--- config.mk ---
export PLATFORM = sky130hd
export DESIGN_NAME = ppc_top
export DESIGN_NICKNAME = d
export VERILOG_FILES = /design/src/ppc_pkg.sv /design/src/ppc_top.sv
export SDC_FILE = /design/constraint.sdc
export NUM_CORES = 1
export LEC_CHECK = 0
export BUFFER_PORTS_ARGS = -buffer_cell sky130_fd_sc_hd__buf_2
export CORE_ASPECT_RATIO = 2
export CORE_MARGIN = 8
export CORE_UTILIZATION = 51
export DETAILED_ROUTE_END_ITERATION = 8
export PLACE_DENSITY_LB_ADDON = 0.25
export SLEW_MARGIN = 5
export SYNTH_ARGS = -nofsm -noshare
export SYNTH_HDL_FRONTEND = slang
export SYNTH_SLANG_ARGS = --single-unit
--- constraint.sdc ---
create_clock -name clk_i -period 6.1 [get_ports clk_i]
set_clock_uncertainty 0.1 [all_clocks]
set_input_delay 0.915 -clock clk_i [delete_from_list [all_inputs] [get_ports clk_i]]
set_output_delay 0.915 -clock clk_i [all_outputs]
set_load 0.01 [all_outputs]
--- src/ppc_pkg.sv ---
// Purpose: Constants and types for the panel output and pixel configuration block
// Assumes: 32-bit register port with byte addresses
// Notes:   Field positions are bit indices inside each register
package ppc_pkg;

  // ==========================================================================
  // Register offsets
  localparam logic [19:0] OFS_PANEL_CTL = 20'h60018;
  localparam logic [19:0] OFS_OVR_WIN   = 20'h6001C;
  localparam logic [19:0] OFS_BORDER    = 20'h60020;
  localparam logic [19:0] OFS_PIX_CFG   = 20'h70008;

  // ==========================================================================
  // Writable bit masks and reset values
  localparam logic [31:0] MASK_PANEL_CTL = 32'hB000_4FFF;
  localparam logic [31:0] MASK_OVR_WIN   = 32'h07FF_0FFF;
  localparam logic [31:0] MASK_BORDER    = 32'h01FF_FFFF;
  localparam logic [31:0] MASK_PIX_CFG   = 32'h0C1F_9D03;
  localparam logic [31:0] RST_REG        = 32'h0000_0000;

  // ==========================================================================
  // Panel control fields
  localparam int C_OUT_EN   = 31;
  localparam int C_PASS     = 28;
  localparam int C_VS_DIS   = 11;
  localparam int C_HS_DIS   = 10;
  localparam int C_VS_TRI   = 9;
  localparam int C_HS_TRI   = 8;
  localparam int C_BORDER   = 7;
  localparam int C_ORDER    = 6;
  localparam int C_INVERT   = 5;
  localparam int C_VS_POL   = 4;
  localparam int C_HS_POL   = 3;
  localparam int C_BLK_POL  = 2;
  localparam int C_CLK_SRC  = 1;
  localparam int C_PLL_LOCK = 0;

  // ==========================================================================
  // Pixel configuration fields
  localparam int P_GFX_GAMMA = 27;
  localparam int P_OVL_GAMMA = 26;
  localparam int P_NO_DELAY  = 20;
  localparam int P_MODE_LO   = 16;
  localparam int P_DAC8      = 15;
  localparam int P_EXT_STAT  = 11;

  // Colour mode codes
  localparam logic [3:0] MODE_VGA    = 4'h0;
  localparam logic [3:0] MODE_8      = 4'h2;
  localparam logic [3:0] MODE_555    = 4'h4;
  localparam logic [3:0] MODE_565    = 4'h5;
  localparam logic [3:0] MODE_24C    = 4'h6;
  localparam logic [3:0] MODE_24U    = 4'h7;

  // Divider set selected while locked
  localparam logic [1:0] PLL_SET_PANEL = 2'h3;

  // DAC port selects
  localparam logic [1:0] DAC_PORT_MASK  = 2'h0;
  localparam logic [1:0] DAC_PORT_WX    = 2'h1;
  localparam logic [1:0] DAC_PORT_STATE = 2'h2;

  // ==========================================================================
  // Types
  typedef struct packed {
    logic        hsync;
    logic        vsync;
    logic        blank;
    logic        border;
    logic        pseudo_border;
    logic [23:0] rgb;
  } ppc_tg_t;

  typedef struct packed {
    logic [31:0] ctl;
    logic [31:0] ovr;
    logic [31:0] bclr;
    logic [31:0] pix;
    logic [31:0] rdata;
    logic        phase;
    logic [11:0] hold;
    logic [11:0] data;
    logic [1:0]  pclk;
    logic        hs;
    logic        vs;
    logic        blank;
    logic [23:0] fetch;
    logic [7:0]  dac_rdata;
  } ppc_state_t;

endpackage : ppc_pkg

--- src/ppc_top.sv ---
// Purpose: Panel/TV output control, border, overlay window and pixel configuration
// Assumes: Runs on the dot clock; inputs synchronous to clk_i
// Notes:   Pin outputs come with separate output enables
//
// Summary of operation
// - Vertical sync disabled: follows VGA vsync in passthrough, else deasserted level.
// - Horizontal sync disabled: follows VGA hsync in passthrough, else deasserted level.
// - Sync enabled: VGA generator in passthrough, panel generator otherwise.
// - Bits 9 and 8 tristate vertical and horizontal sync; output enable also gates.
// - Bit 7 sends border pixels to the panel encoder.
// - Pixel sent in two halves; bit 6 swaps halves, bit 5 inverts data.
// - Bits 4,3,2 set sync and blank polarity; syncs keep VGA polarity in passthrough, blank still uses bit 2.
// - Bit 1 selects external clock pin as dot-clock PLL reference.
// - Hot-plug interrupt held deasserted while the pin serves as clock.
// - Clock pin always input; pull-up on as interrupt, off as clock.
// - Bit 0 locks PLL to panel dividers, ignoring misc output register.
// - Overlay end uses all bits when panel enabled, character resolution otherwise.
// - Overlay start uses all bits when panel enabled, character resolution otherwise.
// - Border colour output when border enabled and during pseudo-border period.
// - Bits 27 and 26 route graphics and overlay through the palette.
// - Bit 20 clear delays CRT display enable and blank against syncs.
// - Colour-mode field selects pixel format; codes 1, 3 and 8 to 15 reserved.
// - Uncompressed 24-bit pixels use the low three bytes of each word.
// - Bit 15 selects 8-bit DAC; 6-bit after reset.
// - Extended status read redirects DAC port reads to holding values and status.
// - Output enable clear tristates panel outputs and holds the timing generator.
// - Bit 28 selects VGA timing and sync polarity passthrough, else panel timing.
//
// Added by the designer: strobed register access.
`timescale 1ns/1ps
module ppc_top (
  input  wire logic             clk_i,
  input  wire logic             rst_i,
  input  wire logic [19:0]      reg_addr_i,
  input  wire logic [31:0]      reg_wdata_i,
  input  wire logic             reg_wr_i,
  input  wire logic             reg_rd_i,
  output logic      [31:0]      reg_rdata_o,
  input  wire ppc_pkg::ppc_tg_t tg_i,
  input  wire logic             vga_hsync_i,
  input  wire logic             vga_vsync_i,
  input  wire logic             vga_blank_i,
  output logic                  panel_horizontal_sync_pin_o,
  output logic                  panel_horizontal_sync_pin_oe_o,
  output logic                  panel_vertical_sync_pin_o,
  output logic                  panel_vertical_sync_pin_oe_o,
  output logic                  panel_blank_pin_o,
  output logic                  panel_blank_pin_oe_o,
  output logic      [11:0]      panel_data_outputs_o,
  output logic                  panel_data_outputs_oe_o,
  output logic      [1:0]       panel_clock_outputs_o,
  output logic                  panel_clock_outputs_oe_o,
  output logic                  tg_hold_o,
  output logic                  legacy_timing_passthrough_mode_o,
  input  wire logic             external_clock_in_pin_i,
  output logic                  clk_pin_pullup_en_o,
  output logic                  hotplug_int_o,
  output logic                  pll_ref_external_o,
  input  wire logic [1:0]       misc_output_register_clk_sel_i,
  output logic      [1:0]       pll_divider_sel_o,
  output logic      [11:0]      ovl_start_o,
  output logic      [10:0]      ovl_end_o,
  output logic                  gfx_through_palette_o,
  output logic                  ovl_through_palette_o,
  output logic                  crt_ctl_delay_o,
  output logic      [3:0]       color_mode_o,
  output logic                  color_mode_reserved_o,
  input  wire logic [31:0]      fb_word_i,
  output logic      [23:0]      fetch_rgb_o,
  output logic                  dac_8bit_o,
  input  wire logic [1:0]       dac_port_sel_i,
  input  wire logic [7:0]       dac_normal_rdata_i,
  input  wire logic [7:0]       dac_red_hold_i,
  input  wire logic [7:0]       dac_green_hold_i,
  input  wire logic [5:0]       dac_fsm_status_i,
  output logic      [7:0]       dac_rdata_o
);

  // ==========================================================================
  // Helpers
  function automatic logic [31:0] merge(input logic [31:0] mask,
                                        input logic [31:0] wdata);
    merge = wdata & mask;
  endfunction : merge

  function automatic logic sync_level(input logic dis, input logic pass,
                                      input logic vga, input logic tg,
                                      input logic pol);
    if (pass) begin
      sync_level = vga;
    end else if (dis) begin
      sync_level = ~pol;
    end else begin
      sync_level = tg ? pol : ~pol;
    end
  endfunction : sync_level

  function automatic logic [11:0] char_res(input logic [11:0] v,
                                           input logic en);
    char_res = en ? v : {v[11:3], 3'h0};
  endfunction : char_res

  // ==========================================================================
  // State
  ppc_pkg::ppc_state_t s_q;
  ppc_pkg::ppc_state_t s_d;

  logic        out_en;
  logic        pass;
  logic [23:0] rgb;
  logic [11:0] half_a;
  logic [11:0] half_b;
  logic [3:0]  mode;

  always_comb begin
    s_d    = s_q;
    out_en = s_q.ctl[ppc_pkg::C_OUT_EN];
    pass   = s_q.ctl[ppc_pkg::C_PASS];
    mode   = s_q.pix[ppc_pkg::P_MODE_LO +: 4];

    // Register writes
    if (reg_wr_i) begin
      case (reg_addr_i)
        ppc_pkg::OFS_PANEL_CTL: begin
          s_d.ctl = merge(ppc_pkg::MASK_PANEL_CTL, reg_wdata_i);
        end
        ppc_pkg::OFS_OVR_WIN: begin
          s_d.ovr = merge(ppc_pkg::MASK_OVR_WIN, reg_wdata_i);
        end
        ppc_pkg::OFS_BORDER: begin
          s_d.bclr = merge(ppc_pkg::MASK_BORDER, reg_wdata_i);
        end
        ppc_pkg::OFS_PIX_CFG: begin
          s_d.pix = merge(ppc_pkg::MASK_PIX_CFG, reg_wdata_i);
        end
        default: begin
        end
      endcase
    end

    // Register reads, unmapped reads return zero
    s_d.rdata = '0;
    if (reg_rd_i) begin
      case (reg_addr_i)
        ppc_pkg::OFS_PANEL_CTL: s_d.rdata = s_q.ctl;
        ppc_pkg::OFS_OVR_WIN:   s_d.rdata = s_q.ovr;
        ppc_pkg::OFS_BORDER:    s_d.rdata = s_q.bclr;
        ppc_pkg::OFS_PIX_CFG:   s_d.rdata = s_q.pix;
        default:                s_d.rdata = '0;
      endcase
    end

    // Pixel source with border substitution
    rgb = tg_i.rgb;
    if ((tg_i.border && s_q.ctl[ppc_pkg::C_BORDER]) || tg_i.pseudo_border) begin
      rgb = {s_q.bclr[23:16], s_q.bclr[15:8], s_q.bclr[7:0]};
    end else if (tg_i.border) begin
      rgb = '0;
    end

    // Half-pixel ordering and inversion
    half_a = {rgb[23:16], rgb[15:12]};
    half_b = {rgb[11:8], rgb[7:0]};
    if (s_q.ctl[ppc_pkg::C_ORDER]) begin
      half_a = {rgb[11:8], rgb[7:0]};
      half_b = {rgb[23:16], rgb[15:12]};
    end
    if (s_q.ctl[ppc_pkg::C_INVERT]) begin
      half_a = ~half_a;
      half_b = ~half_b;
    end

    if (out_en) begin
      s_d.phase = ~s_q.phase;
      if (!s_q.phase) begin
        s_d.data = half_a;
        s_d.hold = half_b;
      end else begin
        s_d.data = s_q.hold;
      end
    end else begin
      s_d.phase = 1'b0;
      s_d.data  = '0;
      s_d.hold  = '0;
    end
    s_d.pclk = {s_d.phase, ~s_d.phase};

    // Syncs and blank
    s_d.hs = sync_level(s_q.ctl[ppc_pkg::C_HS_DIS], pass, vga_hsync_i,
                        tg_i.hsync, s_q.ctl[ppc_pkg::C_HS_POL]);
    s_d.vs = sync_level(s_q.ctl[ppc_pkg::C_VS_DIS], pass, vga_vsync_i,
                        tg_i.vsync, s_q.ctl[ppc_pkg::C_VS_POL]);
    s_d.blank = (pass ? vga_blank_i : tg_i.blank) ?
                s_q.ctl[ppc_pkg::C_BLK_POL] : ~s_q.ctl[ppc_pkg::C_BLK_POL];

    // Uncompressed 24-bit fetch drops the top byte
    s_d.fetch = (mode == ppc_pkg::MODE_24U) ? fb_word_i[23:0] : '0;

    // DAC port read redirection
    s_d.dac_rdata = dac_normal_rdata_i;
    if (s_q.pix[ppc_pkg::P_EXT_STAT]) begin
      case (dac_port_sel_i)
        ppc_pkg::DAC_PORT_MASK:  s_d.dac_rdata = dac_red_hold_i;
        ppc_pkg::DAC_PORT_WX:    s_d.dac_rdata = dac_green_hold_i;
        ppc_pkg::DAC_PORT_STATE: s_d.dac_rdata = {dac_fsm_status_i, 2'h0};
        default:                 s_d.dac_rdata = dac_normal_rdata_i;
      endcase
    end
  end

  always_ff @(posedge clk_i or posedge rst_i) begin
    if (rst_i) begin
      s_q      <= '0;
      s_q.ctl  <= ppc_pkg::RST_REG;
      s_q.ovr  <= ppc_pkg::RST_REG;
      s_q.bclr <= ppc_pkg::RST_REG;
      s_q.pix  <= ppc_pkg::RST_REG;
    end else begin
      s_q <= s_d;
    end
  end

  // ==========================================================================
  // Outputs
  assign reg_rdata_o = s_q.rdata;

  assign panel_horizontal_sync_pin_o    = s_q.hs;
  assign panel_horizontal_sync_pin_oe_o = s_q.ctl[ppc_pkg::C_OUT_EN] &
                                          ~s_q.ctl[ppc_pkg::C_HS_TRI];
  assign panel_vertical_sync_pin_o      = s_q.vs;
  assign panel_vertical_sync_pin_oe_o   = s_q.ctl[ppc_pkg::C_OUT_EN] &
                                          ~s_q.ctl[ppc_pkg::C_VS_TRI];
  assign panel_blank_pin_o              = s_q.blank;
  assign panel_blank_pin_oe_o           = s_q.ctl[ppc_pkg::C_OUT_EN];
  assign panel_data_outputs_o           = s_q.data;
  assign panel_data_outputs_oe_o        = s_q.ctl[ppc_pkg::C_OUT_EN];
  assign panel_clock_outputs_o          = s_q.pclk;
  assign panel_clock_outputs_oe_o       = s_q.ctl[ppc_pkg::C_OUT_EN];
  assign tg_hold_o                      = ~s_q.ctl[ppc_pkg::C_OUT_EN];
  assign legacy_timing_passthrough_mode_o = s_q.ctl[ppc_pkg::C_PASS];

  assign pll_ref_external_o  = s_q.ctl[ppc_pkg::C_CLK_SRC];
  assign clk_pin_pullup_en_o = ~s_q.ctl[ppc_pkg::C_CLK_SRC];
  assign hotplug_int_o       = ~s_q.ctl[ppc_pkg::C_CLK_SRC] &
                               ~external_clock_in_pin_i;
  assign pll_divider_sel_o   = s_q.ctl[ppc_pkg::C_PLL_LOCK] ?
                               ppc_pkg::PLL_SET_PANEL :
                               misc_output_register_clk_sel_i;

  assign ovl_start_o = char_res(s_q.ovr[11:0], s_q.ctl[ppc_pkg::C_OUT_EN]);
  assign ovl_end_o   = 11'(char_res({1'b0, s_q.ovr[26:16]},
                                    s_q.ctl[ppc_pkg::C_OUT_EN]));

  assign gfx_through_palette_o = s_q.pix[ppc_pkg::P_GFX_GAMMA];
  assign ovl_through_palette_o = s_q.pix[ppc_pkg::P_OVL_GAMMA];
  assign crt_ctl_delay_o       = ~s_q.pix[ppc_pkg::P_NO_DELAY];
  assign color_mode_o          = s_q.pix[ppc_pkg::P_MODE_LO +: 4];
  assign color_mode_reserved_o = !(color_mode_o inside {ppc_pkg::MODE_VGA,
                                   ppc_pkg::MODE_8, ppc_pkg::MODE_555,
                                   ppc_pkg::MODE_565, ppc_pkg::MODE_24C,
                                   ppc_pkg::MODE_24U});
  assign fetch_rgb_o           = s_q.fetch;
  assign dac_8bit_o            = s_q.pix[ppc_pkg::P_DAC8];
  assign dac_rdata_o           = s_q.dac_rdata;

endmodule : ppc_top

Word-level counts from Yosys, hierarchy flattened
Index checks and enable logic that the tools add are counted.

Bitwise operators: 16. Reductions and logical operators: 10. Equal/unequal tests: 12. Mux-type cells: 25.

Operators by type and width (number): case mux 32 bit (4 select lines) (1); equality test 20 x 19 -> 1 bit (second input constant) (4); two-way mux 12 bit (6); two-way mux 24 bit (3); two-way mux 32 bit (1); two-way mux 25 bit (1); NOT 12 bit (2); case mux 8 bit (3 select lines) (1); equality test 4 x 3 -> 1 bit (second input constant) (4); NOT 1 bit (11); two-way mux 1 bit (8); two-way mux 8 bit (1); AND reduction 2 bit (4); two-way mux 3 bit (2); nonzero test 6 bit (1); equality test 4 x 2 -> 1 bit (second input constant) (1); zero test 4 bit (1); AND 1 bit (3); equality test 2 x 1 -> 1 bit (second input constant) (1); equality test 2 bit (second input constant) (1); zero test 2 bit (1); two-way mux 2 bit (1); != test 2 bit (second input constant) (1); logical AND 1 bit (1); other kinds (2) (2).

Input port bits: 155. Word-level logic and storage cells: 77. Bits in registers: 172.

Depth between registers and ports, before layout
Gate-level depths: netlist (run 1).

Depth in word-level cells: 9. Depth in mapped cells: 6. Mapped depth without buffers: 4.

Worst setup path before layout (run 1)
Ideal clock, no wire load.

Path type: input-to-reg. From: in reg_addr_i[9]. To: reg s_q (netlist bit reg_rdata_o[0]). Setup time: 85 ps. Data required time: 5915 ps. Data arrival time: 2783 ps. Stages on the path: 5. Setup slack: 3131 ps. Path through: or4_1 > or4_1 > clkbuf_1 > or4_1 > a31oi_1.

RTL lines: start: declaration (RTL line ppc_top.sv:34) `input wire logic [19:0] reg_addr_i,`; end: declaration (RTL line ppc_top.sv:105) `ppc_pkg::ppc_state_t s_q;`.

Worst setup path after layout (run 1)
From: in reg_addr_i[9]. To: reg s_q (netlist bit legacy_timing_passthrough_mode_o).

Longest elaborated chain between the ends: 2.

RTL lines: equality test 20 x 19 -> 1 bit (RTL line ppc_top.sv:123) `case (reg_addr_i)`; AND reduction 2 bit (no source line).

No other way between the ends. A chain may end at the register's enable or synchronous reset.

==> reports/metrics.cfg, run 1 <==
[run_status]
status = complete, no violations

[global_routing]
met1_usage_pct = 26.7
met3_usage_pct = 4.80
antenna_found_initial = 3
grt_start_max_net_pins = 74
track_usage_pct = 22.8
grt_pass1_wl_um = 37600
grt_pass1_vias = 6936
top_usage_layer = met2
grt_use_met2_pct = 37.9
overflow = 0

[synthesis]
syn_area_mm2 = 0.00853
synth_ff_type = dfrtp_1
yosys.cell_types.count = 45
syn_area_per_cell_um2 = 11.2
syn_inst = 761
yosys-top-cells-area = dfrtp_1, mux2_2, buf_4
synth.top_cell.area_share_pct = 49.9
synth_nets = 916
yosys_register_bits = 170
synth_edf_count = 0
yosysTopAreaCell = dfrtp_1
async_flop_share_pct = 100
ys_seq_area_share_pct = 49.9
yosysWarnings = 0

[pwr]
total_leakage_power_nw = 5.02
p_per_area_mw_per_mm2 = 235
ir_worst_vdd_mv = 0.172

[placed_design]
place_ws_ns = 1.83
port_buffers = 269
placedCellCount = 1096
gp_congestion = 0.818
dp_hpwl_um = 17400

[critical_path]
regToRegStartpoint = s_q[196]
cp_max_fo = 18
required_ns = 6.30
critical_path_arrival_ns = 4.01
worst_r2r_path_depth = 3
worstSetupEndpointType = flip-flop
crit_type = in -> reg
worst_r2r_endpoint = panel_data_outputs_o[0]
reg2reg_slack_ns = 3.41
cp-start-kind = primary input

[floorplan]
io_pins = 280
core_area_mm2 = 0.0166
initial_core_util_pct = 51.4
die_w_um = 107
die_h_um = 199
die_area_mm2 = 0.0214
num_rows = 67

[cts]
cts_root_buf = clkbuf_16
ctsHoldBuffers = 0
clockBufferDepth = 2
cts_resized = 0
cts_setup_buffers = 0
path_clk_slew_ns = 0.06
htreeDepth = 4
clk_latency_ns = 0.42
cts.sinks = 170
cts_tree = yes
cts_buffers = 17

[route]
firstDrtPassIters = 5
wl_um = 24300
drc = 0
routedWlPerCell_um = 21.5
drt-initial-drc-count = 361
viasPerCell = 5.81
vias = 6562
drtAntennaViolNets = 0

[run]
maxCapViolations = 0

[sta]
setup_tns_ns = 0
fin_crit_ns = 3.81
fmax_mhz = 262
finalWorstSetupSlack_ns = 2.29
tightest_slew_ns = 1.12
timing.final.crit_share_pct = 62.5
relSlewSlack_pct = 24.9
slew_violations = 0
setup_viol = 0
finalHoldViolCount = 0
rsz0062_at_grt = false

[worst_hold_path]
hp-class = reg -> reg
whs_endpoint = reg_rdata_o[29]
min_path_cells = 1
worstHoldStart = s_q[219]

[final_layout]
final_common_cell = buf_2
fillers = 1451
final_cell_mix = buf_2, dfrtp_1, mux2_2, a221o_1, a21oi_1
drive_above_1_share_pct = 44.1
areaGrowthSynthToFinish_pct = 15.9
final_cells = 1130
layout.nets = 1063

[report_power, final]
| part | internal, mW | leakage (nW) | switching, mW | total, mW |
|---|---|---|---|---|
| sequential | 1.13 | 2.35 | 0.000799 | 1.13 |
| clock | 0.607 | 0.272 | 0.440 | 1.05 |
| combinational | 0.0572 | 2.40 | 0.0859 | 0.143 |
| total | 1.80 | 5.02 | 0.527 | 2.32 |
[worst max path at each step]
stage / depth (start not counted) / from / to
4_1_cts: 5 / reg_addr_i[9] / legacy_timing_passthrough_mode_o
3_3_place_gp: 5 / reg_addr_i[9] / s_q[219]
3_5_place_dp: 5 / reg_addr_i[9] / legacy_timing_passthrough_mode_o
2_1_floorplan: 1 / rst_i / color_mode_o[0]
5_1_grt: 5 / reg_addr_i[9] / legacy_timing_passthrough_mode_o
6_report: 5 / reg_addr_i[9] / legacy_timing_passthrough_mode_o
[registers in the layout, summed over array words and instances, names as in the netlist, 2 cells and up]
signal                 cells
color_mode_o               4
s_q                       80
panel_clock_outputs_o      2
dac_rdata_o                8
fetch_rgb_o               24
panel_data_outputs_o      12
reg_rdata_o               31
[worst max-delay path, stage by stage]
cell and delay (ns):
buf_2 0.09, or4_1 0.66, nor4_4 0.95, nand4_2 0.84, mux2_2 0.53
[layer usage]
layer  routed length [µm]  share of wire [%]
met1                 9300                 38
met4                  848                3.5
met3                 1610                6.6
met2                12500                 52
met5                    0                  0
[metrics by stage]
step	power, mW	hold WS, ns	instance area [µm²]	utilization (%)
floorplan	1.22	0.347	8530	-
global placement	1.29	0.363	9290	56.0
detailed placement	1.30	0.385	9290	56.0
CTS	2.35	0.394	9870	59.5
global route	2.40	0.434	9880	59.5
finish	2.32	0.402	9880	59.5
[cells in the mapped netlist (8+ instances only)]
library cell,instances
a311oi_1,24
nand3_1,42
a21oi_1,43
and2_1,34
and3_1,8
nor2_1,10
dfrtp_1,170
clkbuf_1,41
o21ai_0,22
mux2i_1,9
nand2_1,22
a211o_1,9
inv_1,8
a221o_1,48
mux2_2,78
nand4_1,9
buf_4,101
[area by class of cell]
| cell class | count | area, µm² | area share, % |
|---|---|---|---|
| sequential | 170 | 4250 | 43.0 |
| multi-input combinational | 429 | 3310 | 33.5 |
| timing repair buffer | 282 | 1440 | 14.6 |
| clock buffer | 23 | 488 | 4.94 |
| tap | 207 | 259 | 2.62 |
| clock inverter | 8 | 87.6 | 0.886 |
| inverter | 8 | 35.0 | 0.355 |
| antenna | 3 | 7.51 | 0.0760 |
[cells by family (layout without fill, tap and decap cells)]
family                    after synthesis  in the layout  synth area share (%)
AOI/OAI and AO/OA                     169            169                  15.0
xor gates and xnor gates                3              3                 0.308
buffers and inverters                 162            321                  11.7
DFF                                   170            170                  49.9
muxes                                  87             87                  11.4
and+or+nand+nor                       169            169                  11.8
other                                   1              4                0.0440
(Power assumes the default switching activity.)
==> run 2: changes to the inputs <==
--- a/config.mk
+++ b/config.mk
@@ -5,10 +5,11 @@
 export SDC_FILE = /design/constraint.sdc
 export NUM_CORES = 1
 export LEC_CHECK = 0
+export ABC_AREA = 1
 export BUFFER_PORTS_ARGS = -buffer_cell sky130_fd_sc_hd__buf_2
 export CORE_ASPECT_RATIO = 2
 export CORE_MARGIN = 8
-export CORE_UTILIZATION = 51
+export CORE_UTILIZATION = 47
 export DETAILED_ROUTE_END_ITERATION = 8
 export PLACE_DENSITY_LB_ADDON = 0.25
 export SLEW_MARGIN = 5
==> constraint.sdc (replaced) <==
create_clock -name clk_i -period 3.1 [get_ports clk_i]
set_clock_uncertainty 0.1 [all_clocks]
set_input_delay 0.465 -clock clk_i [delete_from_list [all_inputs] [get_ports clk_i]]
set_output_delay 0.465 -clock clk_i [all_outputs]
set_load 0.01 [all_outputs]
==> run 2 against run 1 <==
  * Sequential power increased by 99%
  * First-iteration DRC count rose by 29%
  * Sequential cell count unchanged
  * Utilization decreased by 3.5 points
  * Final cell count rose by 32%
  * Sequential share of layout area is 1.6 points lower
  * Worst setup slack got worse by 1.1 ns
  * Clock power up 120%
  * Design area increased by 3.8%
  * Non-clock buffer count is 9 higher
  * Total power up 110%
  * Combinational power is 130% higher
  * Critical endpoint is now panel_horizontal_sync_pin_oe_o
==> reports/metrics.cfg, run 2 <==
[synthesis]
synth_commonest_cells = nand2_1, dfrtp_1, inv_1, buf_4, nand3_1
synth_edf_count = 0
yosys-top-cells-area = dfrtp_1, nand2_1, buf_4
yosysWarnings = 0
async_flop_share_pct = 100
synth_ff_type = dfrtp_1
syn_area_per_cell_um2 = 7.98
synth_most_common_cell = nand2_1
syn_area_mm2 = 0.00877
yosys.cell_types.count = 33
synth.top_cell.area_share_pct = 48.5
syn_inst = 1099
ys_seq_area_share_pct = 48.5
synth_nets = 1254
yosys_register_bits = 170
yosysTopAreaCell = dfrtp_1

[sta]
fmax_mhz = 527
fin_crit_ns = 1.90
timing.final.crit_share_pct = 61.2
rsz0062_at_grt = false
slew_violations = 0
holdWs_ns = 0.0254
setup_viol = 0
tightest_slew_ns = 0.779
finalHoldViolCount = 0
relSlewSlack_pct = 48.0
setup_tns_ns = 0
finalWorstSetupSlack_ns = 1.20

[pwr]
p_int_mw = 3.77
total_leakage_power_nw = 5.72
ir_worst_vdd_mv = 0.336
combPwrFrac_pct = 6.6
clkPwrFrac_pct = 47.4
power_mw = 4.88
p_seq_share_pct = 46.0
p_switching_mw = 1.11
p_per_area_mw_per_mm2 = 476
swShare_pct = 22.8

[cts]
cts_tree = yes
cts_setup_buffers = 0
clk_latency_ns = 0.42
cts.sinks = 170
cts_root_buf = clkbuf_16
cts_buffers = 17
htreeDepth = 4
ctsHoldBuffers = 0
cts_resized = 0
clockBufferDepth = 2
path_clk_slew_ns = 0.07

[run_status]
status = complete, no violations

[route]
firstDrtPassIters = 5
drt-initial-drc-count = 464
viasPerCell = 5.07
wl_um = 26100
vias = 7542
drc = 0
routedWlPerCell_um = 17.6
drtAntennaViolNets = 0

[final_layout]
largest_reg_flops = 80
regMostFlops = s_q
final_cells = 1489
fin_util_pct = 56.0
diodes = 0
areaGrowthSynthToFinish_pct = 16.9
drive_above_1_share_pct = 28.8
fin_area_mm2 = 0.0103
final_cell_mix = buf_2, nand2_1, dfrtp_1, inv_1, nand3_1
final_common_cell = buf_2
fillers = 1747
layout.nets = 1415

[critical_path]
worstSetupEndpointType = output port
crit_type = reg -> out
critical_path_arrival_ns = 1.33
cp_max_fo = 6
cp-start-kind = flip-flop
required_ns = 2.53

[global_routing]
grt_pass1_wl_um = 40800
overflow = 0
track_usage_pct = 22.2
grt_pass1_vias = 7543
antenna_found_initial = 1
grt_start_max_net_pins = 75

[placed_design]
dp_hpwl_um = 19800
placed_area_mm2 = 0.00961
placedCellCount = 1457
port_buffers = 269
gp_congestion = 0.886
place_ws_ns = 0.798

[floorplan]
io_pins = 280
die_h_um = 209
num_rows = 70
core_area_mm2 = 0.0183
die_area_mm2 = 0.0236
initial_core_util_pct = 47.9
die_w_um = 113

[run]
maxCapViolations = 0

[worst_hold_path]
hp-class = in -> async

run 2: worst max-delay path, stage by stage, from the launching register on:
cell     delay [ns]
dfrtp_1        0.38
inv_1          0.27
nor2_1         0.10
buf_2          0.16
run 2: worst paths after layout:
| kind | slack (ns) | end | cells after the start | startpoint |
|---|---|---|---|---|
| max | 1.20 | panel_horizontal_sync_pin_oe_o | 3 | panel_blank_pin_oe_o |
| min | 0.03 | fetch_rgb_o[16] | 2 | rst_i |
| max reg2reg | 1.44 | panel_data_outputs_o[3] | 5 | s_q[196] |
| min reg2reg | 0.38 | s_q[56] | 2 | s_q[56] |
| max in group asynchronous | 2.08 | reg_rdata_o[23] | 3 | rst_i |
| min in group clk_i | 0.15 | panel_horizontal_sync_pin_o | 3 | vga_hsync_i |
run 2: final cells by class:
| type | count | area, µm² | area share (%) |
|---|---|---|---|
| Clock inverter | 13 | 190 | 1.85 |
| Sequential cell | 170 | 4250 | 41.5 |
| Tap cell | 216 | 270 | 2.64 |
| Clock buffer | 19 | 453 | 4.42 |
| Timing Repair Buffer | 291 | 1550 | 15.1 |
| Inverter | 108 | 409 | 3.99 |
| Multi-Input combinational cell | 672 | 3130 | 30.5 |
run 2: cells by family after synthesis:
| kind of cell | count (synthesis) | share of synthesized area, % |
|---|---|---|
| xor gates and xnor gates | 3 | 0.300 |
| DFF | 170 | 48.5 |
| other | 1 | 0.0427 |
| and+or+nand+nor | 539 | 27.5 |
| buffers and inverters | 257 | 15.9 |
| AOI/OAI and AO/OA | 129 | 7.69 |
run 2: metal layers:
metal | up-vias | track usage [%] | share of wire (%) | wire length [µm]
met3 | 59 | 5.08 | 6.2 | 1630
met5 | - | 0 | 0.042 | 11
met1 | 3456 | 24.1 | 37 | 9630
met4 | 2 | 12.4 | 4.3 | 1140
li1 | 3724 | - | - | -
met2 | 301 | 38.8 | 53 | 13700
run 2: power groups by stage:
stage	Sequential (mW)	Combinational [mW]	Clock, mW
after global routing	2.25	0.363	2.43
final	2.25	0.322	2.31
after CTS	2.25	0.328	2.35
after detailed placement	2.29	0.326	0
after floorplan	2.29	0.176	0
after global placement	2.29	0.322	0
==> run 3: changes to the inputs <==
==> constraint.sdc (replaced) <==
create_clock -name clk_i -period 1.7 [get_ports clk_i]
set_clock_uncertainty 0.1 [all_clocks]
set_input_delay 0.255 -clock clk_i [delete_from_list [all_inputs] [get_ports clk_i]]
set_output_delay 0.255 -clock clk_i [all_outputs]
set_load 0.01 [all_outputs]
==> run 3 against run 2 <==
  * Utilization up 5.4 points
  * Register-to-register slack got worse by 1.3 ns
  * Total power grew 78%
  * Sequential cell count stayed put
  * Worst setup slack worse by 1.1 ns
  * Largest cell class unchanged
  * Highest routed layer is now met4
==> reports/metrics.cfg, run 3 (synthesis results as in run 2) <==
[run_status]
status = complete, no violations

[pwr]
swShare_pct = 25.0
p_switching_mw = 2.17
clkPwrFrac_pct = 44.2
p_per_area_mw_per_mm2 = 773
ir_worst_vdd_mv = 0.628
p_seq_share_pct = 47.2
total_leakage_power_nw = 6.16
p_int_mw = 6.52
combPwrFrac_pct = 8.6

[critical_path]
max_stage_delay_ns = 0.47
critical-path-top-delay-family = flip-flops
reg2reg_slack_ns = 0.13
cp-start-kind = flip-flop
critPathSlowestCell = dfrtp_2
critical_path_arrival_ns = 1.29
cp_num_buf_inv = 3
required_ns = 1.34
crit_type = reg -> out
path_cells = buf_6, nand2_1, inv_1, buf_2
worstSetupEndpointType = output port
cp_max_fo = 5

[floorplan]
die_h_um = 209
die_area_mm2 = 0.0236
io_pins = 280
die_w_um = 113
core_area_mm2 = 0.0183
initial_core_util_pct = 47.9
num_rows = 70

[cts]
cts_root_buf = clkbuf_16
htreeDepth = 4
cts_tree = yes
cts.sinks = 170
clk_latency_ns = 0.43
cts_buffers = 17
clockBufferDepth = 2
path_clk_slew_ns = 0.07

[sta]
finalHoldViolCount = 0
tightest_slew_ns = 0.553
rsz0062_at_grt = false
setup_viol = 0
relSlewSlack_pct = 63.1
fmax_mhz = 608
fin_crit_ns = 1.64
holdWs_ns = 0.0457
finalWorstSetupSlack_ns = 0.0554
slew_violations = 0
timing.final.crit_share_pct = 96.7

[route]
drt-initial-drc-count = 547
firstDrtPassIters = 5
vias = 8149
drc = 0
drtAntennaViolNets = 0
viasPerCell = 5.13
wl_um = 27600
routedWlPerCell_um = 17.4

[global_routing]
track_usage_pct = 23.9
grt_pass1_wl_um = 44000
antenna_found_initial = 1
grt_pass1_vias = 8410
grt_start_max_net_pins = 94
overflow = 0

[final_layout]
regMostFlops = s_q
largest_reg_flops = 80
final_cells = 1588
final_cell_mix = buf_2, nand2_1, dfrtp_1, nand3_1, inv_1
final_common_cell = buf_2
areaGrowthSynthToFinish_pct = 28.1
layout.nets = 1513
fin_area_mm2 = 0.0112
drive_above_1_share_pct = 28.7

[placed_design]
dp_hpwl_um = 20500
placedCellCount = 1478
place_ws_ns = -0.0431
placed_area_mm2 = 0.00988
gp_congestion = 0.895
port_buffers = 269

[worst_hold_path]
hp-class = in -> reg

[run]
maxCapViolations = 0

-- run 3: cell count changes in the layout (fill, tap and decap cells not counted), moves of 2 or more --
cell	previous run	this run
clkbuf_8	2	0
bufinv_16	4	1
buf_12	3	12
inv_6	3	7
clkinv_4	3	1
buf_4	19	33
dlygate4sd3_1	0	74
inv_8	0	3
-- run 3: metrics by stage --
step	power (mW)	setup TNS [ns]	util, %
floorplan	4.50	-140.03	-
global placement	4.77	-0.0651	54.0
detailed placement	4.78	-0.467	54.0
CTS	8.78	0	61.3
global route	9.01	0	61.4
finish	8.68	0	61.4
-- run 3: worst min-delay path, cell delays in order --
cell     delay [ns]
buf_2          0.09
nand3_1        0.07
a31oi_1        0.11
-- run 3: worst paths after layout --
| path | startpoint | endpoint | cells past startpoint |
|---|---|---|---|
| setup / recovery | panel_blank_pin_oe_o | ovl_end_o[0] | 4 |
| hold / removal | dac_fsm_status_i[5] | dac_rdata_o[7] | 3 |
| setup reg to reg | legacy_timing_passthrough_mode_o | panel_blank_pin_o | 5 |
| hold reg to reg | s_q[51] | s_q[51] | 2 |
| max in group asynchronous | rst_i | panel_blank_pin_oe_o | 4 |
| min in group asynchronous | rst_i | dac_rdata_o[2] | 4 |
-- run 3: layout make-up --
| class | count | area [µm²] |
|---|---|---|
| multi-input cells | 672 | 3130 |
| well taps | 216 | 270 |
| clock inverters | 15 | 154 |
| diodes | 1 | 2.50 |
| fillers | 1612 | 7070 |
| flip-flops and latches | 170 | 4260 |
| inverters | 108 | 412 |
| clock buffers | 17 | 425 |
| repair buffers | 389 | 2590 |
-- run 3: timing repair --
| action | CTS | global route |
|---|---|---|
| hold buffers | 74 | 0 |
| gates resized for setup | 3 | 2 |
| cloned | 0 | 0 |
| setup endpoints to repair | 8 | 8 |
| buffers inserted | 2 | 1 |
| hold endpoints to repair | 254 | 0 |
-- run 3: power groups by stage --
stage / clock (mW) / sequential, mW / combinational [mW]
2_1_floorplan: 0 / 4.18 / 0.322
3_3_place_gp: 0 / 4.18 / 0.596
3_5_place_dp: 0 / 4.18 / 0.606
4_1_cts: 3.93 / 4.10 / 0.743
5_1_grt: 4.08 / 4.10 / 0.828
6_report: 3.84 / 4.10 / 0.745
-- run 3: per-layer routing --
layer | routed length [µm] | vias to the layer above | global-route usage, %
li1 | - | 3925 | -
met1 | 10200 | 3816 | 25.0
met2 | 14500 | 328 | 42.5
met3 | 1440 | 80 | 5.08
met4 | 1520 | 0 | 14.5
met5 | 0 | - | 0
